**config.mk**
```make
export PLATFORM = sky130hd
export DESIGN_NAME = step_down_mode_and_voltage_ctrl
export DESIGN_NICKNAME = d
export VERILOG_FILES = /design/src/verilog/step_down_ctrl_pkg.sv /design/src/verilog/step_down_mode_and_voltage_ctrl.sv
export SDC_FILE = /design/constraint.sdc
export NUM_CORES = 1
export LEC_CHECK = 0
export ABC_AREA = 1
export BUFFER_PORTS_ARGS = -buffer_cell sky130_fd_sc_hd__clkbuf_2
export CORE_MARGIN = 4
export CORE_UTILIZATION = 45
export DETAILED_ROUTE_END_ITERATION = 7
export PLACE_DENSITY = 0.64
export SETUP_SLACK_MARGIN = 0.2
export SYNTH_ARGS = -nofsm -noshare
export SYNTH_HDL_FRONTEND = slang
export SYNTH_SLANG_ARGS = --single-unit
```
**constraint.sdc**
```tcl
create_clock -name clock_i -period 75.8 [get_ports clock_i]
set_input_delay 18.95 -clock clock_i [delete_from_list [all_inputs] [get_ports clock_i]]
set_output_delay 18.95 -clock clock_i [all_outputs]
set_load 0.1 [all_outputs]
```
**src/verilog/step_down_ctrl_pkg.sv**
```systemverilog
// Register map, field positions and timing constants of the step-down control block
package step_down_ctrl_pkg;

  // ****************************************************************
  // Register offsets
  // ****************************************************************
  localparam logic [7:0] ADDR_STATUS       = 8'h01;
  localparam logic [7:0] ADDR_ENABLE       = 8'h02;
  localparam logic [7:0] ADDR_MODE         = 8'h03;
  localparam logic [7:0] ADDR_DISCHARGE    = 8'h04;
  localparam logic [7:0] ADDR_B_LOW        = 8'h05;
  localparam logic [7:0] ADDR_B_HIGH       = 8'h06;
  localparam logic [7:0] ADDR_SLEW         = 8'h07;

  // ****************************************************************
  // Reset values and writable masks
  // ****************************************************************
  localparam logic [7:0] RST_ENABLE        = 8'h00;
  localparam logic [7:0] RST_MODE          = 8'h00;
  localparam logic [7:0] RST_DISCHARGE     = 8'h0F;
  localparam logic [7:0] RST_B_LOW         = 8'h10;
  localparam logic [7:0] RST_B_HIGH        = 8'h08;
  localparam logic [7:0] RST_SLEW          = 8'h06;
  localparam logic [7:0] MASK_ENABLE       = 8'h40;
  localparam logic [7:0] MASK_MODE         = 8'h0F;
  localparam logic [7:0] MASK_DISCHARGE    = 8'h3F;
  localparam logic [7:0] MASK_CODE         = 8'h3F;
  localparam logic [7:0] MASK_SLEW         = 8'h07;

  // ****************************************************************
  // Field positions
  // ****************************************************************
  localparam int POS_POWER_DOWN    = 6;
  localparam int POS_RIPPLE_A      = 3;
  localparam int POS_RIPPLE_B      = 2;
  localparam int POS_FPWM_A        = 1;
  localparam int POS_FPWM_B        = 0;
  localparam int POS_RAMP_FLAG     = 7;
  localparam int POS_RAMP_MIRROR   = 6;

  // ****************************************************************
  // Voltage code regions and slew timing
  // ****************************************************************
  localparam logic [5:0] CODE_FINE_TOP     = 6'h1F;
  localparam logic [5:0] CODE_COARSE_TOP   = 6'h3B;
  localparam int STEP_FINE_UV      = 25000;
  localparam int STEP_COARSE_UV    = 50000;
  localparam int STEP_TOP_UV       = 100000;
  localparam logic [2:0] SLEW_IMMEDIATE    = 3'h7;
  // Ramp rate per slew code; code 7 is immediate, its entry only fills the table
  localparam int SLEW_RATE_UV_PER_US [8] = '{110, 220, 450, 900, 1800, 3600, 7200, 7200};
  localparam int CLK_PERIOD_NS     = 100;
  localparam int NS_PER_US         = 1000;
  localparam logic [3:0] BITS_PER_BYTE     = 4'h8;

  typedef enum logic [3:0] {
    BUS_IDLE, BUS_ADDR, BUS_ACK_ADDR, BUS_REG, BUS_ACK_REG,
    BUS_WDATA, BUS_ACK_WDATA, BUS_RDATA, BUS_RACK
  } bus_state_e;

  typedef enum logic {
    RAMP_IDLE, RAMP_MOVING
  } ramp_state_e;

endpackage

```
**src/verilog/step_down_mode_and_voltage_ctrl.sv**
```systemverilog
// Serial-bus register file, mode bits and converter B voltage ramp
`timescale 1ns/1ns
module step_down_mode_and_voltage_ctrl #(
  parameter logic [6:0] SLAVE_ADDR    = 7'h48,
  parameter int         CLK_PERIOD_NS = step_down_ctrl_pkg::CLK_PERIOD_NS
) (
  // Clock and undervoltage lockout reset
  input  wire logic       clock_i,
  input  wire logic       resetn_i,
  // Serial bus pins
  input  wire logic       scl_i,
  input  wire logic       sda_i,
  output logic            sda_o,
  output logic            sda_oe_o,
  // Target select pin
  input  wire logic       target_select_pin_i,
  // Converter controls
  output logic            power_down_output_o,
  output logic            power_down_output_oe_o,
  output logic            ripple_opt_a_o,
  output logic            ripple_opt_b_o,
  output logic            forced_pwm_a_o,
  output logic            forced_pwm_b_o,
  output logic [5:0]      discharge_en_o,
  output logic [5:0]      converter_b_code_o,
  output logic            converter_b_ramp_o
);

  // ****************************************************************
  // Pin synchronisers
  // ****************************************************************
  logic [1:0] scl_sync_r, sda_sync_r, sel_sync_r;
  logic       scl_d_r, sda_d_r;

  always_ff @(posedge clock_i) begin
    scl_sync_r <= {scl_sync_r[0], scl_i};
    sda_sync_r <= {sda_sync_r[0], sda_i};
    sel_sync_r <= {sel_sync_r[0], target_select_pin_i};
    scl_d_r    <= scl_sync_r[1];
    sda_d_r    <= sda_sync_r[1];
  end

  logic scl, sda, scl_rise, scl_fall, bus_start, bus_stop;
  assign scl       = scl_sync_r[1];
  assign sda       = sda_sync_r[1];
  assign scl_rise  = scl & ~scl_d_r;
  assign scl_fall  = ~scl & scl_d_r;
  assign bus_start = scl & scl_d_r & sda_d_r & ~sda;
  assign bus_stop  = scl & scl_d_r & ~sda_d_r & sda;

  // ****************************************************************
  // Registers
  // ****************************************************************
  logic [7:0] enable_r, enable_nxt, mode_r, mode_nxt, disch_r, disch_nxt;
  logic [7:0] low_r, low_nxt, high_r, high_nxt, slew_r, slew_nxt;
  logic       wr_en;
  logic [7:0] wr_addr, wr_data;
  logic       ramp_flag;

  always_comb begin
    enable_nxt = enable_r;
    mode_nxt   = mode_r;
    disch_nxt  = disch_r;
    low_nxt    = low_r;
    high_nxt   = high_r;
    slew_nxt   = slew_r;
    if (wr_en) begin
      // Read-only bits are masked off on every write
      if (wr_addr == step_down_ctrl_pkg::ADDR_ENABLE) begin
        enable_nxt = wr_data & step_down_ctrl_pkg::MASK_ENABLE;
      end else if (wr_addr == step_down_ctrl_pkg::ADDR_MODE) begin
        mode_nxt = wr_data & step_down_ctrl_pkg::MASK_MODE;
      end else if (wr_addr == step_down_ctrl_pkg::ADDR_DISCHARGE) begin
        disch_nxt = wr_data & step_down_ctrl_pkg::MASK_DISCHARGE;
      end else if (wr_addr == step_down_ctrl_pkg::ADDR_B_LOW) begin
        low_nxt = wr_data & step_down_ctrl_pkg::MASK_CODE;
      end else if (wr_addr == step_down_ctrl_pkg::ADDR_B_HIGH) begin
        high_nxt = wr_data & step_down_ctrl_pkg::MASK_CODE;
      end else if (wr_addr == step_down_ctrl_pkg::ADDR_SLEW) begin
        slew_nxt = wr_data & step_down_ctrl_pkg::MASK_SLEW;
      end
    end
  end

  always_ff @(posedge clock_i) begin
    if (!resetn_i) begin
      enable_r <= step_down_ctrl_pkg::RST_ENABLE;
      mode_r   <= step_down_ctrl_pkg::RST_MODE;
      disch_r  <= step_down_ctrl_pkg::RST_DISCHARGE;
      low_r    <= step_down_ctrl_pkg::RST_B_LOW;
      high_r   <= step_down_ctrl_pkg::RST_B_HIGH;
      slew_r   <= step_down_ctrl_pkg::RST_SLEW;
    end else begin
      enable_r <= enable_nxt;
      mode_r   <= mode_nxt;
      disch_r  <= disch_nxt;
      low_r    <= low_nxt;
      high_r   <= high_nxt;
      slew_r   <= slew_nxt;
    end
  end

  function automatic logic [7:0] read_reg(input logic [7:0] addr);
    logic [7:0] v;
    v = 8'h00;
    if (addr == step_down_ctrl_pkg::ADDR_STATUS) begin
      v[step_down_ctrl_pkg::POS_RAMP_MIRROR] = ramp_flag;
    end else if (addr == step_down_ctrl_pkg::ADDR_ENABLE) begin
      v = enable_r;
    end else if (addr == step_down_ctrl_pkg::ADDR_MODE) begin
      v = mode_r;
    end else if (addr == step_down_ctrl_pkg::ADDR_DISCHARGE) begin
      v = disch_r;
      v[step_down_ctrl_pkg::POS_RAMP_FLAG] = ramp_flag;
    end else if (addr == step_down_ctrl_pkg::ADDR_B_LOW) begin
      v = low_r;
    end else if (addr == step_down_ctrl_pkg::ADDR_B_HIGH) begin
      v = high_r;
    end else if (addr == step_down_ctrl_pkg::ADDR_SLEW) begin
      v = slew_r;
    end
    return v;
  endfunction

  // ****************************************************************
  // Serial bus slave
  // ****************************************************************
  step_down_ctrl_pkg::bus_state_e bus_st_r, bus_st_nxt;
  logic [3:0] cnt_r, cnt_nxt;
  logic [7:0] shreg_r, shreg_nxt, ptr_r, ptr_nxt;
  logic       rw_r, rw_nxt, oe_r, oe_nxt;

  always_comb begin
    bus_st_nxt = bus_st_r;
    cnt_nxt    = cnt_r;
    shreg_nxt  = shreg_r;
    ptr_nxt    = ptr_r;
    rw_nxt     = rw_r;
    oe_nxt     = oe_r;
    wr_en      = 1'b0;
    wr_addr    = ptr_r;
    wr_data    = shreg_r;
    if (bus_start) begin
      bus_st_nxt = step_down_ctrl_pkg::BUS_ADDR;
      cnt_nxt    = 4'h0;
      oe_nxt     = 1'b0;
    end else if (bus_stop) begin
      bus_st_nxt = step_down_ctrl_pkg::BUS_IDLE;
      oe_nxt     = 1'b0;
    end else if (scl_rise) begin
      if (bus_st_r == step_down_ctrl_pkg::BUS_ADDR || bus_st_r == step_down_ctrl_pkg::BUS_REG ||
          bus_st_r == step_down_ctrl_pkg::BUS_WDATA) begin
        shreg_nxt = {shreg_r[6:0], sda};
        cnt_nxt   = cnt_r + 4'h1;
      end else if (bus_st_r == step_down_ctrl_pkg::BUS_RDATA) begin
        cnt_nxt = cnt_r + 4'h1;
      end else if (bus_st_r == step_down_ctrl_pkg::BUS_RACK) begin
        rw_nxt = ~sda; // Master ack: keep reading
      end
    end else if (scl_fall) begin
      case (bus_st_r)
        step_down_ctrl_pkg::BUS_ADDR: begin
          if (cnt_r == step_down_ctrl_pkg::BITS_PER_BYTE) begin
            if (shreg_r[7:1] == SLAVE_ADDR) begin
              rw_nxt     = shreg_r[0];
              oe_nxt     = 1'b1;
              bus_st_nxt = step_down_ctrl_pkg::BUS_ACK_ADDR;
            end else begin
              bus_st_nxt = step_down_ctrl_pkg::BUS_IDLE;
            end
          end
        end
        step_down_ctrl_pkg::BUS_ACK_ADDR: begin
          cnt_nxt = 4'h0;
          if (rw_r) begin
            shreg_nxt  = read_reg(ptr_r);
            oe_nxt     = ~shreg_nxt[7];
            bus_st_nxt = step_down_ctrl_pkg::BUS_RDATA;
          end else begin
            oe_nxt     = 1'b0;
            bus_st_nxt = step_down_ctrl_pkg::BUS_REG;
          end
        end
        step_down_ctrl_pkg::BUS_REG: begin
          if (cnt_r == step_down_ctrl_pkg::BITS_PER_BYTE) begin
            ptr_nxt    = shreg_r;
            oe_nxt     = 1'b1;
            bus_st_nxt = step_down_ctrl_pkg::BUS_ACK_REG;
          end
        end
        step_down_ctrl_pkg::BUS_ACK_REG, step_down_ctrl_pkg::BUS_ACK_WDATA: begin
          oe_nxt     = 1'b0;
          cnt_nxt    = 4'h0;
          bus_st_nxt = step_down_ctrl_pkg::BUS_WDATA;
        end
        step_down_ctrl_pkg::BUS_WDATA: begin
          if (cnt_r == step_down_ctrl_pkg::BITS_PER_BYTE) begin
            wr_en      = 1'b1;
            ptr_nxt    = ptr_r + 8'h01;
            oe_nxt     = 1'b1;
            bus_st_nxt = step_down_ctrl_pkg::BUS_ACK_WDATA;
          end
        end
        step_down_ctrl_pkg::BUS_RDATA: begin
          if (cnt_r == step_down_ctrl_pkg::BITS_PER_BYTE) begin
            oe_nxt     = 1'b0;
            ptr_nxt    = ptr_r + 8'h01;
            bus_st_nxt = step_down_ctrl_pkg::BUS_RACK;
          end else begin
            oe_nxt = ~shreg_r[3'h7 - cnt_r[2:0]];
          end
        end
        step_down_ctrl_pkg::BUS_RACK: begin
          cnt_nxt = 4'h0;
          if (rw_r) begin
            shreg_nxt  = read_reg(ptr_r);
            oe_nxt     = ~shreg_nxt[7];
            bus_st_nxt = step_down_ctrl_pkg::BUS_RDATA;
          end else begin
            bus_st_nxt = step_down_ctrl_pkg::BUS_IDLE;
          end
        end
        default: bus_st_nxt = step_down_ctrl_pkg::BUS_IDLE;
      endcase
    end
  end

  always_ff @(posedge clock_i) begin
    if (!resetn_i) begin
      bus_st_r <= step_down_ctrl_pkg::BUS_IDLE;
      cnt_r    <= 4'h0;
      shreg_r  <= 8'h00;
      ptr_r    <= 8'h00;
      rw_r     <= 1'b0;
      oe_r     <= 1'b0;
    end else begin
      bus_st_r <= bus_st_nxt;
      cnt_r    <= cnt_nxt;
      shreg_r  <= shreg_nxt;
      ptr_r    <= ptr_nxt;
      rw_r     <= rw_nxt;
      oe_r     <= oe_nxt;
    end
  end

  // ****************************************************************
  // Converter B voltage ramp
  // ****************************************************************
  step_down_ctrl_pkg::ramp_state_e ramp_st_r, ramp_st_nxt;
  logic [5:0]  code_r, code_nxt, target;
  logic [15:0] tick_r, tick_nxt;

  // Cycles for one code step; step size depends on the code region
  function automatic logic [15:0] step_cycles(input logic [2:0] slew, input logic [5:0] lo);
    int step_uv;
    int rate;
    int cyc;
    step_uv = step_down_ctrl_pkg::STEP_TOP_UV;
    if (lo < step_down_ctrl_pkg::CODE_FINE_TOP + 6'h01) begin
      step_uv = step_down_ctrl_pkg::STEP_FINE_UV;
    end else if (lo < step_down_ctrl_pkg::CODE_COARSE_TOP + 6'h01) begin
      step_uv = step_down_ctrl_pkg::STEP_COARSE_UV;
    end
    rate = step_down_ctrl_pkg::SLEW_RATE_UV_PER_US[slew];
    cyc = step_uv * step_down_ctrl_pkg::NS_PER_US / rate / CLK_PERIOD_NS;
    if (cyc < 1) begin
      cyc = 1;
    end
    return cyc[15:0];
  endfunction

  assign target    = sel_sync_r[1] ? high_r[5:0] : low_r[5:0];
  assign ramp_flag = (code_r != target);

  always_comb begin
    ramp_st_nxt = ramp_st_r;
    code_nxt    = code_r;
    tick_nxt    = tick_r;
    case (ramp_st_r)
      step_down_ctrl_pkg::RAMP_IDLE: begin
        // Any mismatch, from a write or a pin change, starts a ramp
        if (code_r != target) begin
          ramp_st_nxt = step_down_ctrl_pkg::RAMP_MOVING;
          tick_nxt    = 16'h0000;
        end
      end
      step_down_ctrl_pkg::RAMP_MOVING: begin
        if (code_r == target) begin
          ramp_st_nxt = step_down_ctrl_pkg::RAMP_IDLE;
        end else if (slew_r[2:0] == step_down_ctrl_pkg::SLEW_IMMEDIATE) begin
          code_nxt = target;
        end else if (tick_r + 16'h0001 >= step_cycles(slew_r[2:0],
                     (target > code_r) ? code_r : code_r - 6'h01)) begin
          tick_nxt = 16'h0000;
          code_nxt = (target > code_r) ? code_r + 6'h01 : code_r - 6'h01;
        end else begin
          tick_nxt = tick_r + 16'h0001;
        end
      end
      default: ramp_st_nxt = step_down_ctrl_pkg::RAMP_IDLE;
    endcase
  end

  always_ff @(posedge clock_i) begin
    if (!resetn_i) begin
      ramp_st_r <= step_down_ctrl_pkg::RAMP_IDLE;
      code_r    <= step_down_ctrl_pkg::RST_B_LOW[5:0];
      tick_r    <= 16'h0000;
    end else begin
      ramp_st_r <= ramp_st_nxt;
      code_r    <= code_nxt;
      tick_r    <= tick_nxt;
    end
  end

  // ****************************************************************
  // Outputs
  // ****************************************************************
  assign sda_o                  = 1'b0;
  assign sda_oe_o               = oe_r;
  assign power_down_output_o    = 1'b0;
  assign power_down_output_oe_o = ~enable_r[step_down_ctrl_pkg::POS_POWER_DOWN];
  assign ripple_opt_a_o         = mode_r[step_down_ctrl_pkg::POS_RIPPLE_A];
  assign ripple_opt_b_o         = mode_r[step_down_ctrl_pkg::POS_RIPPLE_B];
  assign forced_pwm_a_o         = mode_r[step_down_ctrl_pkg::POS_FPWM_A];
  assign forced_pwm_b_o         = mode_r[step_down_ctrl_pkg::POS_FPWM_B];
  assign discharge_en_o         = disch_r[5:0];
  assign converter_b_code_o     = code_r;
  assign converter_b_ramp_o     = ramp_flag;

endmodule

```
### Yosys cells after proc, flatten, opt, wreduce, memory -nomap -nowiden

Memories as Yosys holds them, arrays and structs flattened.
Index checks and enable logic that the tools add are counted.

| storage, ports and cells | value |
|---|---|
| bits in read-only memories | 256 |
| register bits after elaboration | 83 |
| memories | 1 |
| input port bits | 5 |
| bits in latches | 0 |
| logic and storage cells | 234 |
| output and inout bits | 21 |
| bits in writable memories | 0 |

| cells by class | value |
|---|---|
| bitwise gates (word level) | 27 |
| shifts and indexed selects | 0 |
| add/subtract/negate cells | 6 |
| reduce and logical (&&, ||, !) cells | 33 |
| muxes and demuxes | 93 |
| eq/ne operators | 43 |
| multiply operators | 1 |
| divide/modulo/power cells | 2 |
| magnitude comparators | 7 |

Memory list:

| name | depth | bits a word | read ports | clocked after memory_dff | wr ports | RTL line | text |
|---|---|---|---|---|---|---|---|
| (name not given) | 8 | 32 | 1 | 0 | 0 | step_down_mode_and_voltage_ctrl.sv:264 | `rate = step_down_ctrl_pkg::SLEW_RATE_UV_PER_US[slew];` |

Operator list:

| operator | count |
|---|---|
| 2-to-1 mux 32 bit | 5 |
| 2-to-1 mux 16 bit | 8 |
| 2-to-1 mux 8 bit | 12 |
| 2-to-1 mux 1 bit | 40 |
| 2-to-1 mux 4 bit | 9 |
| 2-to-1 mux 6 bit | 6 |
| 2-to-1 mux 17 bit | 2 |
| divider 32 x 32 -> 32 bit | 1 |
| divider 32 x 8 -> 32 bit (second input constant) | 1 |
| equality test 8 x 3 -> 1 bit (second input constant) | 4 |
| less-than comparator 32 x 2 -> 1 bit (second input constant) | 1 |
| multiplier 32 x 8 -> 29 bit (second input constant) | 1 |
| one-hot mux 16 bit (2 select lines) | 1 |
| one-hot mux 8 bit (2 select lines) | 2 |
| one-hot mux 4 bit (7 select lines) | 1 |
| AND reduction 7 bit | 4 |
| inverter 1 bit | 19 |
| != test 2 x 1 -> 1 bit (second input constant) | 9 |
| AND reduction 6 bit | 3 |
| adder 16 x 1 -> 16 bit (second input constant) | 1 |
| equality test 4 x 3 -> 1 bit (second input constant) | 4 |
| equality test 8 x 2 -> 1 bit (second input constant) | 2 |
| greater-or-equal comparator 16 bit | 1 |
| != test 4 x 3 -> 1 bit (second input constant) | 4 |
| other kinds (39) | 71 |

### Logic depth before layout (Yosys ltp)

Gate-level depths: netlist of the first run.

| depth | value |
|---|---|
| word-level depth | 22 |
| depth in mapped cells | 444 |
| depth with buffers taken out | 408 |

### Worst setup path before layout of the first run

No wires, ideal clock.

| timing | value |
|---|---|
| path kind | register to register |
| start | reg code_r[3] (netlist: converter_b_code_o[3]) |
| end | reg tick_r[10] |
| clock period less this slack | 54.445 ns |
| slack | 21.355 ns |
| arrival | 54.374 ns |
| library setup time | 0.071 ns |
| stages on the path, launching flop included | 418 |
| data required time | 75.729 ns |
| cell sequence | dfxtp_1 -> clkbuf_1 -> inv_1 -> ha_1 -> nand2_1 -> nor2_1 -> nand3_1 -> nand2_1 -> o21ai_0 -> nor2_1 -> nand2_4 -> buf_6 -> inv_1 -> ha_1 -> or2_1 -> nand2_1 -> nand2_1 -> nand3_1 -> [382 not listed] -> inv_1 -> a21oi_1 -> o21a_1 -> o21a_1 -> o21a_1 -> o21a_1 -> o21ai_0 -> nand2_1 -> a21oi_1 -> nor3_1 -> nor2_1 -> o221ai_1 -> inv_1 -> nand2_1 -> inv_1 -> clkbuf_1 -> nand2_1 -> a21oi_1 |

| on the way | value |
|---|---|
| elaborated cells on any way between the ends | 28 |
| classes of those cells | 1 x add/sub; 1 x mul; 2 x div; 5 x order compare; 4 x eq/ne; 14 x mux; 1 x reduce/logical |

RTL lines:

| item | RTL line | text |
|---|---|---|
| from (decl) | step_down_mode_and_voltage_ctrl.sv:250 | `logic [5:0] code_r, code_nxt, target;` |
| from (signal assigned) | step_down_mode_and_voltage_ctrl.sv:307 | `code_r <= step_down_ctrl_pkg::RST_B_LOW[5:0];` |
| from (signal assigned) | step_down_mode_and_voltage_ctrl.sv:311 | `code_r <= code_nxt;` |
| != test 6 bit | - |  |
| named net converter_b_ramp_o | step_down_mode_and_voltage_ctrl.sv:26 | `output logic converter_b_ramp_o` |
| != test 2 bit (no source line) | - |  |
| AND reduction 3 bit (no source line) | - |  |
| to (signal assigned) | step_down_mode_and_voltage_ctrl.sv:312 | `tick_r <= tick_nxt;` |
| to (decl) | step_down_mode_and_voltage_ctrl.sv:251 | `logic [15:0] tick_r, tick_nxt;` |

The timed path passes the listed nets, and every way through them passes these cells. The select of a mux whose other input is x is not followed.
A chain may end at the register's enable or synchronous reset.

### Final worst setup path of the first run

| timing | value |
|---|---|
| start | reg sel_sync_r[1] |
| end | reg code_r[4] (netlist: converter_b_code_o[4]) |

| on the way | value |
|---|---|
| cells in the longest elaborated chain, start to end | 20 |
| elaborated cells on any way between the ends | 26 |
| classes of those cells | 1 x mul; 2 x div; 5 x order compare; 1 x eq/ne; 14 x mux; 1 x bitwise; 2 x reduce/logical |

Ends and longest elaborated chain:

| item | RTL line | text |
|---|---|---|
| from (decl) | step_down_mode_and_voltage_ctrl.sv:32 | `logic [1:0] scl_sync_r, sda_sync_r, sel_sync_r;` |
| from (signal assigned) | step_down_mode_and_voltage_ctrl.sv:38 | `sel_sync_r <= {sel_sync_r[0], target_select_pin_i};` |
| 2-to-1 mux 6 bit * | step_down_mode_and_voltage_ctrl.sv:272 | `assign target = sel_sync_r[1] ? high_r[5:0] : low_r[5:0];` |
| greater-than comparator 6 bit | step_down_mode_and_voltage_ctrl.sv:293, step_down_mode_and_voltage_ctrl.sv:295 |  |
| 2-to-1 mux 6 bit | step_down_mode_and_voltage_ctrl.sv:293 | `(target > code_r) ? code_r : code_r - 6'h01)) begin` |
| less-than comparator 6 bit | step_down_mode_and_voltage_ctrl.sv:261 | `end else if (lo < step_down_ctrl_pkg::CODE_COARSE_TOP + 6'h01) begin` |
| 2-to-1 mux 17 bit | step_down_mode_and_voltage_ctrl.sv:261 |  |
| 2-to-1 mux 17 bit | step_down_mode_and_voltage_ctrl.sv:259 | `if (lo < step_down_ctrl_pkg::CODE_FINE_TOP + 6'h01) begin` |
| 2-to-1 mux 32 bit | step_down_mode_and_voltage_ctrl.sv:290 | `end else if (slew_r[2:0] == step_down_ctrl_pkg::SLEW_IMMEDIATE) begin` |
| 2-to-1 mux 32 bit | step_down_mode_and_voltage_ctrl.sv:288 | `if (code_r == target) begin` |
| [4 not listed] | - |  |
| less-than comparator 32 x 2 -> 1 bit | step_down_mode_and_voltage_ctrl.sv:266 | `if (cyc < 1) begin` |
| 2-to-1 mux 16 bit | step_down_mode_and_voltage_ctrl.sv:266 |  |
| 2-to-1 mux 16 bit | step_down_mode_and_voltage_ctrl.sv:290 |  |
| 2-to-1 mux 16 bit | step_down_mode_and_voltage_ctrl.sv:288 |  |
| 2-to-1 mux 16 bit | step_down_mode_and_voltage_ctrl.sv:279 | `case (ramp_st_r)` |
| greater-or-equal comparator 16 bit | step_down_mode_and_voltage_ctrl.sv:292 | `end else if (tick_r + 16'h0001 >= step_cycles(slew_r[2:0],` |
| nonzero test 2 bit (no source line) | - |  |
| AND reduction 3 bit (no source line) | - |  |

Mark *: on every way between the ends. The rest lies on a longest branch, timed or not. The select of a mux whose other input is x is not followed.

==> results of run 1 <==
-- per-layer routing --
metal  global-route usage  up-vias  part of all wire
met1               0.3393    13970              0.46
met2               0.4359      803              0.46
li1                     -    16160                 -
met4              0.06222        0             0.027
met3              0.01876      163             0.048
met5                    0        -                 0
-- cell usage in the layout, fill, tap and decap left out, types with 64 or more instances in the layout --
cell type | netlist | routed
nand2_1 | 1363 | 1363
inv_1 | 677 | 677
nor2_1 | 402 | 400
nand3_1 | 375 | 375
o21ai_0 | 309 | 308
ha_1 | 295 | 295
a21oi_1 | 263 | 263
xor2_1 | 157 | 157
nand2_2 | 133 | 133
nand4_1 | 120 | 120
xnor2_1 | 84 | 84
dfxtp_1 | 83 | 83
nand3_2 | 64 | 64
-- cell type report --
type,count,area [sq um]
Fill cell,6837,32830
Clock buffer,10,239.0
Tap cell,837,1047
Inverter,724,2743
Timing Repair Buffer,42,257.7
Multi-Input combinational cell,4061,23200
Sequential cell,83,1662
Clock inverter,6,78.83
-- registers in the layout, indices dropped and copies added, names as in the netlist, 6 cells and up --
register / count
converter_b_code_o: 6
disch_r: 6
high_r: 6
low_r: 6
ptr_r: 8
shreg_r: 8
tick_r: 16
-- Yosys cell counts (83+ instances only) --
library cell and number:
a21oi_1 263, dfxtp_1 83, ha_1 295, inv_1 677, nand2_1 1363, nand2_2 133, nand3_1 375, nand4_1 120
nor2_1 402, o21ai_0 309, xnor2_1 84, xor2_1 157
-- worst min-delay path by stage --
stage	start	end	slack (ns)
finish	sda_sync_r[0]	sda_sync_r[1]	0.33
global route	scl_sync_r[0]	scl_sync_r[1]	0.34
CTS	sda_sync_r[0]	sda_sync_r[1]	0.33
detailed placement	sda_sync_r[0]	sda_sync_r[1]	0.31
global placement	scl_sync_r[0]	scl_sync_r[1]	0.31
floorplan	scl_sync_r[0]	scl_sync_r[1]	0.31
-- logic make-up (layout without fill, tap and decap cells) --
| family | count (synthesis) | in the layout | share of synthesized area |
|---|---|---|---|
| flip-flops | 83 | 83 | 0.05867 |
| multiplexers | 2 | 2 | 0.0007069 |
| AO/OA/AOI/OAI | 815 | 815 | 0.1634 |
| other | 2 | 12 | 0.0002652 |
| AND/OR/NAND/NOR | 2695 | 2695 | 0.4469 |
| XOR/XNOR | 241 | 241 | 0.07453 |
| buffers and inverters | 819 | 782 | 0.1245 |
| adder cells (fa/ha/maj) | 296 | 296 | 0.1310 |
-- per-stage QoR --
stage | hold slack (ns) | setup WS (ns) | instance area [sq um] | instances | util
global route | 0.3367 | 5.697 | 29230 | 5763 | 0.4710
CTS | 0.3306 | 13.94 | 29230 | 5763 | 0.4710
detailed placement | 0.3138 | 14.13 | 28910 | 5747 | 0.4659
finish | 0.3279 | 13.36 | 29230 | 5763 | 0.4710
global placement | 0.3110 | 15.94 | 28910 | 5747 | 0.4659
floorplan | 0.3096 | 21.36 | 28360 | 4963 | -
-- worst register-to-register path: cells and delay by family, from the launching register on --
family / cells / cell delay (ns)
AO/OA/AOI/OAI: 109 / 20.52
buffers and inverters: 48 / 6.95
AND/OR/NAND/NOR: 196 / 25.52
adder cells (fa/ha/maj): 26 / 8.80
flip-flops: 1 / 0.51
==> results.sh, run 1 <==
export IMPL_post_cts_buffers=0
export IMPL_gp_congestion=0.9460
export IMPL_period_minus_slack_ns=62.44
export IMPL_cts_root_buffer_cell="clkbuf_16"
export IMPL_ys_flop_type="dfxtp_1"
export IMPL_wirelength_microns=87190
export IMPL_drive_gt1_frac=0.09460
export IMPL_cts_buffer_depth=2
export IMPL_die_area_sq_um=67020
export IMPL_critPathMostFrequentCell="nand2_1"
export IMPL_hold_depth=0
export IMPL_ys_types=76
export IMPL_synth_area_leader_cell="nand2_1"
export IMPL_r2r_start="sel_sync_r[1]"
export IMPL_clock_fmax_mhz=16.02
export IMPL_yosys_top_cells_area="nand2_1, ha_1, inv_1"
export IMPL_syn_area_sq_um=28320
export IMPL_critPathLaunch="sel_sync_r[1]"
export IMPL_status="finished, final reports clean"
export IMPL_slew_violations=0
export IMPL_crit_buf_inv=48
export IMPL_grt_pass1_wl_microns=142300
export IMPL_cts_tree="yes"
export IMPL_io_pins=26
export IMPL_slowest_stage="nand3_2"
export IMPL_drtPass1Iterations=5
export IMPL_nets=5222
export IMPL_syn_avg_cell_area_sq_um=5.718
export IMPL_critPathCapture="converter_b_code_o[4]"
export IMPL_ys_ff_latch=83
export IMPL_ant_nets=0
export IMPL_rows=91
export IMPL_rrSetupSlack_ns=13.36
export IMPL_critPathRequiredTime_ns=75.99
export IMPL_rr_worst_depth=379
export IMPL_layout_area_overhead_vs_synth_pct=3.198
export IMPL_clock_skew_ns=0.01105
export IMPL_vias_per_cell=5.396
export IMPL_drtIter0Drc=2276
export IMPL_setup_viol=0
export IMPL_grtUsageTotal=0.2514
export IMPL_insertedDiodeCount=0
export IMPL_worstPathMaxFanout=36
export IMPL_maxSlewHeadroom=0.3061
export IMPL_worstPathArrival_ns=62.62
export IMPL_synth_edff_count=0
export IMPL_grt_pass1_vias=28380
export IMPL_die_w_microns=258.9
export IMPL_die_h_microns=258.9
export IMPL_remaining_drc_errors=0
export IMPL_vias=31100
export IMPL_r2r_end="converter_b_code_o[4]"
export IMPL_dp_hpwl_microns=69990
export IMPL_grt_antenna_before_repair=0
export IMPL_fin_setup_tns_ns=0
export IMPL_worst_pin_slew_ns=1.038
export IMPL_drt_wirelength_per_cell_microns=15.13
export IMPL_synth_warnings=0
export IMPL_overflow=0
export IMPL_crit_path_max_incr_delay_ns=0.64
export IMPL_rsz0062_at_grt="no"
export IMPL_criticalPathCategory="reg -> reg"
export IMPL_cts_resized=0
export IMPL_crit_path_end_kind="register"
export IMPL_synth_seq_area_share=0.05867
export IMPL_cp_depth=379
export IMPL_syn_inst=4953
export IMPL_timing_final_crit_share=0.8237
export IMPL_start_util=0.4564
export IMPL_hold_path_class="reg -> reg"
export IMPL_cts_buffers=9
export IMPL_hold_buffers=0
export IMPL_coreArea_sq_um=62050
export IMPL_clkTransAtPathRegs_ns=0.07
export IMPL_grt_max_degree=37
export IMPL_cts_sinks=83
export IMPL_cp_top_family="simple AND/OR/NAND/NOR gates"
export IMPL_final_hold_viol_count=0
export IMPL_clk_latency_ns=0.36
export IMPL_synthArstFlopShare=0
export IMPL_synth_top_area_frac=0.1806
export IMPL_htree_levels=3
export IMPL_max_cap_violations=0
export IMPL_start_kind="register"
export IMPL_io_buffer_count=23
Power of run 1 is left out: the tool's default activity adds up to more than one toggle a clock period on the data nets, which glitch-free logic cannot reach.
==> run 2: changes to the inputs <==
==> constraint.sdc (replaced) <==
create_clock -name clock_i -period 63.6 [get_ports clock_i]
set_input_delay 15.9 -clock clock_i [delete_from_list [all_inputs] [get_ports clock_i]]
set_output_delay 15.9 -clock clock_i [all_outputs]
set_load 0.1 [all_outputs]
==> results.sh, run 2 (synthesis results as in run 1) <==
export IMPL_worstPathArrival_ns=56.94
export IMPL_fillers=6606
export IMPL_grt_pass1_vias=28410
export IMPL_nets=5247
export IMPL_clk_latency_ns=0.35
export IMPL_die_area_sq_um=67020
export IMPL_setup_viol=0
export IMPL_cts_root_buffer_cell="clkbuf_16"
export IMPL_overflow=0
export IMPL_top_register="tick_r"
export IMPL_drive_gt1_frac=0.1028
export IMPL_die_h_microns=258.9
export IMPL_layout_area_overhead_vs_synth_pct=4.378
export IMPL_cts_tree="yes"
export IMPL_gp_congestion=0.9507
export IMPL_fin_setup_tns_ns=0
export IMPL_insertedDiodeCount=0
export IMPL_vias=31280
export IMPL_rows=91
export IMPL_io_pins=26
export IMPL_largest_reg_flops=16
export IMPL_final_common_cell="nand2_1"
export IMPL_grt_antenna_before_repair=2
export IMPL_crit_path_max_incr_delay_ns=0.51
export IMPL_grtUsageTotal=0.2509
export IMPL_clock_fmax_mhz=17.62
export IMPL_drtIter0Drc=2487
export IMPL_worst_pin_slew_ns=0.9880
export IMPL_setup_ws_ns=6.841
export IMPL_cts_buffers=9
export IMPL_drtPass1Iterations=6
export IMPL_dp_hpwl_microns=69560
export IMPL_grt_pass1_wl_microns=142000
export IMPL_cts_sinks=83
export IMPL_hold_path_class="reg -> reg"
export IMPL_coreArea_sq_um=62050
export IMPL_htree_levels=3
export IMPL_remaining_drc_errors=0
export IMPL_grt_max_degree=37
export IMPL_final_util=0.4764
export IMPL_wirelength_microns=88030
export IMPL_criticalPathCategory="reg -> reg"
export IMPL_reg_largest_list="tick_r (16), ptr_r (8), shreg_r (8)"
export IMPL_critPathMostFrequentCell="nand2_1"
export IMPL_vias_per_cell=5.404
export IMPL_cts_buffer_depth=2
export IMPL_drt_wirelength_per_cell_microns=15.21
export IMPL_clkTransAtPathRegs_ns=0.07
export IMPL_clock_skew_ns=0.01027
export IMPL_die_w_microns=258.9
export IMPL_slew_violations=0
export IMPL_max_cap_violations=0
export IMPL_worstPathMaxFanout=28
export IMPL_status="finished, final reports clean"
export IMPL_rsz0062_at_grt="no"
export IMPL_ant_nets=0
export IMPL_timing_final_crit_share=0.8924
export IMPL_period_minus_slack_ns=56.76
export IMPL_final_cell_mix="nand2_1, inv_1, nor2_1, nand3_1, o21ai_0"
export IMPL_io_buffer_count=23
export IMPL_start_kind="register"
export IMPL_final_hold_viol_count=0
export IMPL_critPathRequiredTime_ns=63.79
export IMPL_maxSlewHeadroom=0.3353
export IMPL_place_ws_ns=1.796
export IMPL_crit_path_end_kind="register"
export IMPL_start_util=0.4564
export IMPL_slowest_stage="dfxtp_1"
==> run 2: cell types whose count changed in the layout (fill, tap and decap cells not counted), sizes merged <==
cell / delta
nor2: +1
clkinvlp: +6
nand3: +6
buf: +16
inv: -2
nand4: +1
clkinv: -2
bufinv: -1
==> run 2: cell type report <==
| type | instances | area [sq um] | area share |
|---|---|---|---|
| Timing Repair inverter | 1 | 5.005 | 0.0001693 |
| Inverter | 724 | 2770 | 0.09371 |
| Clock inverter | 6 | 56.30 | 0.001905 |
| Sequential cell | 83 | 1663 | 0.05625 |
| Multi-Input combinational cell | 4069 | 23390 | 0.7913 |
| Clock buffer | 10 | 239.0 | 0.008084 |
| Tap cell | 837 | 1047 | 0.03543 |
| Timing Repair Buffer | 58 | 390.4 | 0.01321 |
==> run 2: critical path, delay by kind of cell, from the launching register on <==
| family | cells | cell delay [ns] |
|---|---|---|
| simple gates | 202 | 22.95 |
| compound gates | 105 | 19.02 |
| fa+ha+maj | 26 | 8.62 |
| buf+inv | 47 | 5.30 |
| flops | 1 | 0.51 |
==> run 2: worst paths after layout <==
check | from | to | slack (ns) | cells after the start
hold / removal | sda_sync_r[0] | sda_sync_r[1] | 0.33 | 0
setup reg to reg | converter_b_code_o[2] | converter_b_code_o[4] | 6.84 | 380
setup / recovery | converter_b_code_o[2] | converter_b_code_o[4] | 6.84 | 380
hold reg to reg | sda_sync_r[0] | sda_sync_r[1] | 0.33 | 0
==> run 2: stage by stage <==
step | std cells | hold WS [ns] | cell area (sq um)
after CTS | 5763 | 0.3296 | 29210
final | 5788 | 0.3269 | 29560
after global placement | 5747 | 0.3108 | 28910
after detailed placement | 5747 | 0.3132 | 28910
after global routing | 5788 | 0.3397 | 29560
after floorplan | 4963 | 0.3096 | 28360
==> run 2: routing by layer <==
| metal | part of all wire | global-route usage | wire length [microns] | vias to the layer above |
|---|---|---|---|---|
| li1 | - | - | - | 16250 |
| met1 | 0.46 | 0.3397 | 40460 | 13940 |
| met2 | 0.46 | 0.4336 | 40410 | 922 |
| met3 | 0.053 | 0.01730 | 4705 | 169 |
| met4 | 0.028 | 0.06372 | 2448 | 0 |
| met5 | 0 | 0 | 0 | - |
==> run 2: what timing repair did <==
action	in CTS	in global routing
hold buffers	0	0
gates resized for setup	0	43
endpoints found under the setup margin	0	22
hold endpoints to repair	0	0
buffers inserted	0	16
Power of run 2 is left out for the same reason.
